### src/hdl/dmrt_pkg.sv
package dmrt_pkg;

  localparam logic [7:0] ADDR_CONTROL = 8'h91;
  localparam logic [7:0] ADDR_RELOAD_LOW = 8'h92;
  localparam logic [7:0] ADDR_RELOAD_HIGH = 8'h93;
  localparam logic [7:0] ADDR_COUNT_LOW = 8'h94;
  localparam logic [7:0] ADDR_COUNT_HIGH = 8'h95;

  localparam logic [7:0] RESET_BYTE = 8'h00;
  localparam logic [7:0] BYTE_MAX = 8'hFF;
  localparam logic [7:0] BYTE_ONE = 8'h01;

  localparam int BIT_HIGH_OVF = 7;
  localparam int BIT_LOW_OVF = 6;
  localparam int BIT_LOW_IRQ_EN = 5;
  localparam int BIT_CAPTURE_EN = 4;
  localparam int BIT_SPLIT = 3;
  localparam int BIT_RUN = 2;
  localparam int BIT_EXT_CLK = 0;

  localparam int SYS_DIV = 12;
  localparam int EXT_DIV = 8;
  localparam logic [3:0] SYS_DIV_LAST = 4'(SYS_DIV - 1);
  localparam logic [2:0] EXT_DIV_LAST = 3'(EXT_DIV - 1);

  typedef struct packed {
    logic high_overflow_flag;
    logic low_overflow_flag;
    logic low_irq_en;
    logic lfo_capture_en;
    logic split_mode_sel;
    logic run_ctrl;
    logic unused_bit;
    logic ext_clk_sel;
  } dmrt_control_s;

  typedef struct packed {
    logic wr_en;
    logic [7:0] addr;
    logic [7:0] wdata;
  } dmrt_write_s;

  localparam dmrt_control_s CONTROL_RESET = dmrt_control_s'(RESET_BYTE);

endpackage

### src/hdl/dmrt_timer.sv
`timescale 1ns/1ps
// How it works
// [RULE_01] With split clear the two count bytes form one 16-bit auto-reloading up-counter.
// [RULE_02] In 16-bit mode a roll from 0xFFFF to 0x0000 loads both reload bytes and sets the high overflow flag.
// [RULE_03] In 16-bit mode every full overflow requests an interrupt when the outside enable is high.
// [RULE_04] In 16-bit mode a low-byte roll also interrupts when the low interrupt enable is set.
// [RULE_05] With split set two 8-bit counters each reload from their own reload byte.
// [RULE_06] Run gates counting; in split mode it gates only the high counter and the low one always runs.
// [RULE_07] Each byte counts on the system clock when its select is 1, else on clock/12 or external/8; in 16-bit mode the high byte steps on the low carry.
// [RULE_08] The external divide-by-8 timebase is synchronised to the system clock before use.
// [RULE_09] High flag sets on a high byte roll, low flag on every low byte roll in any mode.
// [RULE_10] In split mode a high overflow interrupts, and with low enable either overflow does.
// [RULE_11] Overflow flags are never cleared by hardware; only software clears them.
// [RULE_12] With capture and interrupts enabled a rising oscillator edge copies the count to reload and interrupts.
// [RULE_13] Control holds high flag 7, low flag 6, low enable 5, capture 4, split 3, run 2, ext clock 0, reset zero.
// [RULE_14] Control bit 1 reads zero and ignores writes.
// [RULE_15] Count bytes are readable and writable and hold the count halves or the two split counts.
// [RULE_16] The interrupt output is high flag, or low flag with low enable, or a capture, gated by the outside enable.
// [RULE_17] A software write to a count or reload byte beats a same-cycle increment or reload.
module dmrt_timer (
  input wire logic clock,
  input wire logic rst_b,
  input wire logic sfr_wr,
  input wire logic [7:0] sfr_addr,
  input wire logic [7:0] sfr_wdata,
  output logic [7:0] sfr_rdata,
  input wire logic high_byte_clk_sel,
  input wire logic low_byte_clk_sel,
  input wire logic timer_irq_en,
  input wire logic ext_osc_clk,
  input wire logic lfo_out,
  output logic irq_req
);

  dmrt_pkg::dmrt_write_s wr;
  dmrt_pkg::dmrt_control_s timer_control;
  logic [7:0] reload_low_byte;
  logic [7:0] reload_high_byte;
  logic [7:0] count_low_byte;
  logic [7:0] count_high_byte;
  logic [3:0] sys_div_cnt;
  logic sys_tick;
  logic [2:0] ext_sync;
  logic ext_level;
  logic [2:0] ext_div_cnt;
  logic ext_tick;
  logic [2:0] lfo_sync;
  logic lfo_level;
  logic lfo_rise;
  logic low_tick;
  logic high_tick;
  logic low_en;
  logic high_en;
  logic low_roll;
  logic high_roll;
  logic capture;
  logic next_irq;

  assign wr = '{wr_en: sfr_wr, addr: sfr_addr, wdata: sfr_wdata};

  function automatic logic wr_hit(input dmrt_pkg::dmrt_write_s w, input logic [7:0] a);
    wr_hit = w.wr_en && (w.addr == a);
  endfunction

  // System clock divided by 12
  always_ff @(posedge clock) begin
    if (!rst_b) begin
      sys_div_cnt <= '0;
      sys_tick <= 1'b0;
    end else begin
      sys_tick <= (sys_div_cnt == dmrt_pkg::SYS_DIV_LAST);
      if (sys_div_cnt == dmrt_pkg::SYS_DIV_LAST) begin
        sys_div_cnt <= '0;
      end else begin
        sys_div_cnt <= sys_div_cnt + 4'h1;
      end
    end
  end

  // Stable once second and third stages agree
  always_ff @(posedge clock) begin
    if (!rst_b) begin
      ext_sync <= '0;
      ext_level <= 1'b0;
      lfo_sync <= '0;
      lfo_level <= 1'b0;
    end else begin
      ext_sync <= {ext_sync[1:0], ext_osc_clk}; // RULE_08
      lfo_sync <= {lfo_sync[1:0], lfo_out};
      if (ext_sync[1] == ext_sync[2]) begin
        ext_level <= ext_sync[2];
      end
      if (lfo_sync[1] == lfo_sync[2]) begin
        lfo_level <= lfo_sync[2];
      end
    end
  end

  // External oscillator divided by 8, counted on synchronised rising edges
  always_ff @(posedge clock) begin
    if (!rst_b) begin
      ext_div_cnt <= '0;
      ext_tick <= 1'b0;
    end else begin
      ext_tick <= 1'b0;
      if (ext_sync[1] == ext_sync[2] && ext_sync[2] && !ext_level) begin
        ext_tick <= (ext_div_cnt == dmrt_pkg::EXT_DIV_LAST); // RULE_08
        ext_div_cnt <= ext_div_cnt + 3'h1;
      end
    end
  end

  assign lfo_rise = (lfo_sync[1] == lfo_sync[2]) && lfo_sync[2] && !lfo_level;

  // Per-byte timebase selection
  always_comb begin
    low_tick = low_byte_clk_sel ? 1'b1 : (timer_control.ext_clk_sel ? ext_tick : sys_tick); // RULE_07
    high_tick = high_byte_clk_sel ? 1'b1 : (timer_control.ext_clk_sel ? ext_tick : sys_tick); // RULE_07
  end

  // Split: low always runs; joined: run gates both and high advances on carry
  always_comb begin
    if (timer_control.split_mode_sel) begin
      low_en = low_tick; // RULE_06
      high_en = high_tick && timer_control.run_ctrl; // RULE_06
    end else begin
      low_en = low_tick && timer_control.run_ctrl; // RULE_01
      high_en = low_en && (count_low_byte == dmrt_pkg::BYTE_MAX); // RULE_01
    end
    low_roll = low_en && (count_low_byte == dmrt_pkg::BYTE_MAX);
    high_roll = high_en && (count_high_byte == dmrt_pkg::BYTE_MAX);
    capture = timer_control.lfo_capture_en && timer_irq_en && lfo_rise; // RULE_12
  end

  // Low count byte; software write wins
  always_ff @(posedge clock) begin
    if (!rst_b) begin
      count_low_byte <= dmrt_pkg::RESET_BYTE;
    end else if (wr_hit(wr, dmrt_pkg::ADDR_COUNT_LOW)) begin
      count_low_byte <= wr.wdata; // RULE_15 RULE_17
    end else if (low_roll && (timer_control.split_mode_sel || high_roll)) begin
      count_low_byte <= reload_low_byte; // RULE_02 RULE_05
    end else if (low_en) begin
      count_low_byte <= count_low_byte + dmrt_pkg::BYTE_ONE;
    end
  end

  // High count byte; software write wins, then reload on a high roll
  always_ff @(posedge clock) begin
    if (!rst_b) begin
      count_high_byte <= dmrt_pkg::RESET_BYTE;
    end else if (wr_hit(wr, dmrt_pkg::ADDR_COUNT_HIGH)) begin
      count_high_byte <= wr.wdata; // RULE_15 RULE_17
    end else if (high_roll) begin
      count_high_byte <= reload_high_byte; // RULE_02 RULE_05
    end else if (high_en) begin
      count_high_byte <= count_high_byte + dmrt_pkg::BYTE_ONE;
    end
  end

  // Reload bytes, also the capture target
  always_ff @(posedge clock) begin
    if (!rst_b) begin
      reload_low_byte <= dmrt_pkg::RESET_BYTE;
      reload_high_byte <= dmrt_pkg::RESET_BYTE;
    end else begin
      if (wr_hit(wr, dmrt_pkg::ADDR_RELOAD_LOW)) begin
        reload_low_byte <= wr.wdata; // RULE_17
      end else if (capture) begin
        reload_low_byte <= count_low_byte; // RULE_12
      end
      if (wr_hit(wr, dmrt_pkg::ADDR_RELOAD_HIGH)) begin
        reload_high_byte <= wr.wdata; // RULE_17
      end else if (capture) begin
        reload_high_byte <= count_high_byte; // RULE_12
      end
    end
  end

  // Control; hardware set beats a same-cycle software clear
  always_ff @(posedge clock) begin
    if (!rst_b) begin
      timer_control <= dmrt_pkg::CONTROL_RESET; // RULE_13
    end else begin
      if (wr_hit(wr, dmrt_pkg::ADDR_CONTROL)) begin
        timer_control <= dmrt_pkg::dmrt_control_s'(wr.wdata);
        timer_control.unused_bit <= 1'b0; // RULE_14
      end
      if (high_roll) begin
        timer_control.high_overflow_flag <= 1'b1; // RULE_02 RULE_09 RULE_11
      end
      if (low_roll) begin
        timer_control.low_overflow_flag <= 1'b1; // RULE_09 RULE_11
      end
    end
  end

  // Capture holds no flag of its own, so it pulses the request for one cycle
  always_comb begin
    next_irq = timer_irq_en && (timer_control.high_overflow_flag
      || (timer_control.low_overflow_flag && timer_control.low_irq_en) || capture); // RULE_03 RULE_04 RULE_10 RULE_16
  end

  always_ff @(posedge clock) begin
    if (!rst_b) begin
      irq_req <= 1'b0;
    end else begin
      irq_req <= next_irq; // RULE_16
    end
  end

  // Registered read port, unmapped reads zero
  always_ff @(posedge clock) begin
    if (!rst_b) begin
      sfr_rdata <= dmrt_pkg::RESET_BYTE;
    end else begin
      unique case (sfr_addr)
        dmrt_pkg::ADDR_CONTROL: sfr_rdata <= timer_control;
        dmrt_pkg::ADDR_RELOAD_LOW: sfr_rdata <= reload_low_byte;
        dmrt_pkg::ADDR_RELOAD_HIGH: sfr_rdata <= reload_high_byte;
        dmrt_pkg::ADDR_COUNT_LOW: sfr_rdata <= count_low_byte; // RULE_15
        dmrt_pkg::ADDR_COUNT_HIGH: sfr_rdata <= count_high_byte; // RULE_15
        default: sfr_rdata <= dmrt_pkg::RESET_BYTE;
      endcase
    end
  end
endmodule // dmrt_timer

### config.mk
export PLATFORM = sky130hd
export DESIGN_NAME = dmrt_timer
export DESIGN_NICKNAME = d
export VERILOG_FILES = /design/src/hdl/dmrt_pkg.sv /design/src/hdl/dmrt_timer.sv
export SDC_FILE = /design/constraint.sdc
export NUM_CORES = 1
export LEC_CHECK = 0
export BUFFER_PORTS_ARGS = -buffer_cell sky130_fd_sc_hd__buf_2
export CAP_MARGIN = 20
export CORE_MARGIN = 2
export CORE_UTILIZATION = 45
export CTS_CLUSTER_DIAMETER = 80
export DETAILED_ROUTE_END_ITERATION = 12
export PLACE_DENSITY = 0.72
export SLEW_MARGIN = 40
export SYNTH_ARGS = -nofsm -noshare
export SYNTH_HDL_FRONTEND = slang
export SYNTH_SLANG_ARGS = --single-unit
### constraint.sdc
create_clock -name clock -period 1.75 [get_ports clock]
set_clock_uncertainty 0.1 [all_clocks]
set_input_delay 0 -clock clock [delete_from_list [all_inputs] [get_ports clock]]
set_output_delay 0 -clock clock [all_outputs]
set_load 0.05 [all_outputs]
==> results by group <==
Clock network
  – H-tree depth: 3
  – Root Driver: clkbuf_8
  – CTS Buffer Depth: 2
  – Sink Count: 65
  – Clock transition at path regs: 0.07 ns
  – Latest clock arrival within the worst-skew pair: 0.35 ns
  – TritonCTS clock tree: done
  – Num CTS Buffers: 9

Placed design
  – Place WS: -0.0692 ns
  – Placed Cells: 519
  – IO buf count: 32
  – Placer Congestion: 0.964
  – Dpl hpwl: 6950 µm

Layout
  – Sequential cell area: 0.00131 mm²
  – Fillers: 647
  – Multi-input gate area: ~0.002 mm²
  – Final Net Count: 478
  – # diodes: 0
  – Final core utilization: between 60% and 70%
  – Share of layout cells above drive strength 1: 29.0%
  – Layout area overhead: 31.7%
  – Non-Filler Instances: 551

Logic synthesis
  – Post-Syn Area per Cell: 9.21 µm²
  – Ys Warns: 0
  – Cell Area, Synth: ~0.0033 mm²
  – Main synth FF type: dfxtp_1
  – Top cells by area, synth: dfxtp_1 (39%), mux2i_1 (9.0%), nor2_1 (3.7%), a211oi_1 (3.6%), a21oi_1 (3.3%)
  – Number of flops mapped to enable cells by yosys: 0
  – Unique cell type count in the Yosys netlist: 57
  – Net Count, Synth: 393
  – Yosys reg bits: 65
  – Cell taking the most area after synthesis: dfxtp_1
  – Register area share after synthesis: 39.0%
  – Asr flop ratio synth: 0%
  – Commonest cells in the netlist: dfxtp_1 (65), nor2_1 (33), mux2i_1 (30), nand2_1 (25), a21oi_1 (22)
  – Most common cell in the netlist: dfxtp_1
  – Post-Synthesis Cells: 362
  – Share of the synthesized area in the top cell type: roughly two fifths

Run status
  – Status: finished, violations left
  – Failing checks: setup timing

Power and ir drop
  – Pwr Total: 3.29 mW
  – Peak VDD IR: 0.000612 V
  – Static Leakage: 1.80 nW
  – Pwr Density: 748 mW/mm²

Floorplanning
  – Die ar.: around 0.008 mm²
  – I/O pin cnt: 33
  – Die X: roughly 90 µm
  – Height of the die: 90.1 µm
  – Core area: 0.00721 mm²
  – Starting Density: 46.2%
  – FP Rows: 31

STA
  – Final hold vios: 0
  – Slew headroom: 73.1%
  – Final setup margin: -0.0156 ns
  – Worst-margin pin slew: 0.400 ns
  – RSZ-0062 raised after global routing: true
  – Final setup fails: 1
  – Final Critical Period: 1.77 ns
  – Hold WS: ~0.019 ns
  – Period utilisation layout: 101%
  – Slew Limit Fails: 0
  – Fmax: around 570 MHz

Global routing
  – Number of global-route vias before repair: 3202
  – Total gr overflow: 0
  – First-pass GRT wire length: 16100 µm
  – GRT Overall Usage: 24.9%
  – Initial antenna violation count: 0
  – Largest net degree at the start of global routing: 22

Worst setup path
  – Critical path launch point type: flip-flop
  – CP Data Arrival Time: 1.91 ns
  – CP startpoint: timer_control[0]
  – Kind of critical path: flip-flop to flip-flop
  – Max stage delay cell, worst path: dfxtp_2
  – Critical path, cell by cell: mux2_4, o211a_4, o21a_4, a31o_1, o211a_1
  – Worst r2r src: timer_control[0]
  – Slowest stage delay, CP: around 0.34 ns
  – Required @ worst endpoint: 1.90 ns
  – CP max FO: 7
  – Crit. End Element: flip-flop

Hold path
  – Hold path start: sfr_wr
  – Hold Crit Class: primary input to flip-flop

Route
  – Routed WL: 9990 µm
  – DR vias: 3338
  – Via density: 6.06
  – DRT iter0 DRCs: 354
  – Drt wl/cell: 18.1 µm
  – Detailed Routing Iterations Pass 1: 5
  – Antenna viol nets, final: 0
  – Residual DRC: 0

Run
  – Max-Cap Viols: 0
per-layer routing:
layer | GRT usage, % | share of wire, % | wire (µm)
met4 | 11.8 | 2.4 | 236
met1 | 31.9 | 43 | 4260
met2 | 40.2 | 48 | 4780
met3 | 5.20 | 7.2 | 720
met5 | 0 | 0 | 0
critical path: cells and delay by family (launching register included):
kind               cells  cell delay (ns)
AOI/OAI and AO/OA      4             0.89
muxes                  1             0.33
DFF                    1             0.34
layout make-up:
class | instances | share of cell area, %
tap | 99 | 2.82
inverter | 7 | 0.598
sequential | 65 | 29.8
multi-input combinational | 268 | 45.3
timing repair buffer | 96 | 15.9
clock inverter | 6 | 2.62
clock buffer | 10 | 2.91
through the flow:
stage	instance area [µm²]	setup TNS, ns
after floorplan	3370	-0.0189
after global placement	3930	-0.0387
after detailed placement	3930	-0.158
after CTS	4330	-0.00482
after global routing	4390	-0.198
final	4390	-0.0156
power by group:
part | total [mW] | leakage (nW) | switching (mW) | internal (mW)
clock | 1.58 | 0.117 | 0.622 | 0.954
sequential | 1.51 | 0.528 | 0.0104 | 1.49
combinational | 0.205 | 1.15 | 0.117 | 0.0879
total | 3.29 | 1.80 | 0.749 | 2.54
sequential cells by signal, summed over array words and instances (netlist names), 4 cells and up:
register / count
count_high_byte: 8
count_low_byte: 8
reload_high_byte: 8
reload_low_byte: 8
sfr_rdata: 8
sys_div_cnt: 4
timer_control: 7
placed cells by master, fill, tap and decap left out, types with 5 or more instances in the layout:
master	count
nor2b_1	6
dlygate4sd3_1	14
a21oi_1	22
inv_1	7
o22ai_1	6
a222oi_1	8
nand3_1	17
dfxtp_2	6
and2_1	8
nor2_1	33
mux2i_1	30
ha_1	5
clkbuf_8	9
buf_4	48
dfxtp_1	59
a22oi_1	13
a211oi_1	16
nand2_1	25
xnor2_1	5
buf_2	32
cell families (layout without fill, tap and decap cells):
| logic type | after synthesis | in the layout | share of synthesized area (%) |
|---|---|---|---|
| simple gates | 127 | 127 | 21.9 |
| fa+ha+maj | 7 | 7 | 2.63 |
| mux | 32 | 32 | 9.79 |
| flops | 65 | 65 | 39.0 |
| xor+xnor | 9 | 9 | 2.36 |
| buf+inv | 29 | 119 | 3.86 |
| compound gates | 93 | 93 | 20.4 |
path summary, 6_finish.rpt:
path / endpoint / slack, ns / cells after the start
hold reg to reg: lfo_sync[1] / 0.34 / 1
setup reg to reg: count_high_byte[6] / -0.02 / 5
setup / recovery: count_high_byte[6] / -0.02 / 5
hold / removal: timer_control[5] / 0.02 / 4
timing repair:
item | 4_1_cts | 5_1_grt
gates cloned | 0 | 0
gates resized for setup | 5 | 10
pin swaps | 2 | 8
buffers inserted | 0 | 2
hold buffers | 14 | 0
setup endpoints to repair | 6 | 12
hold endpoints to repair | 39 | 0
Note: power is estimated with default switching activity, not from simulation.
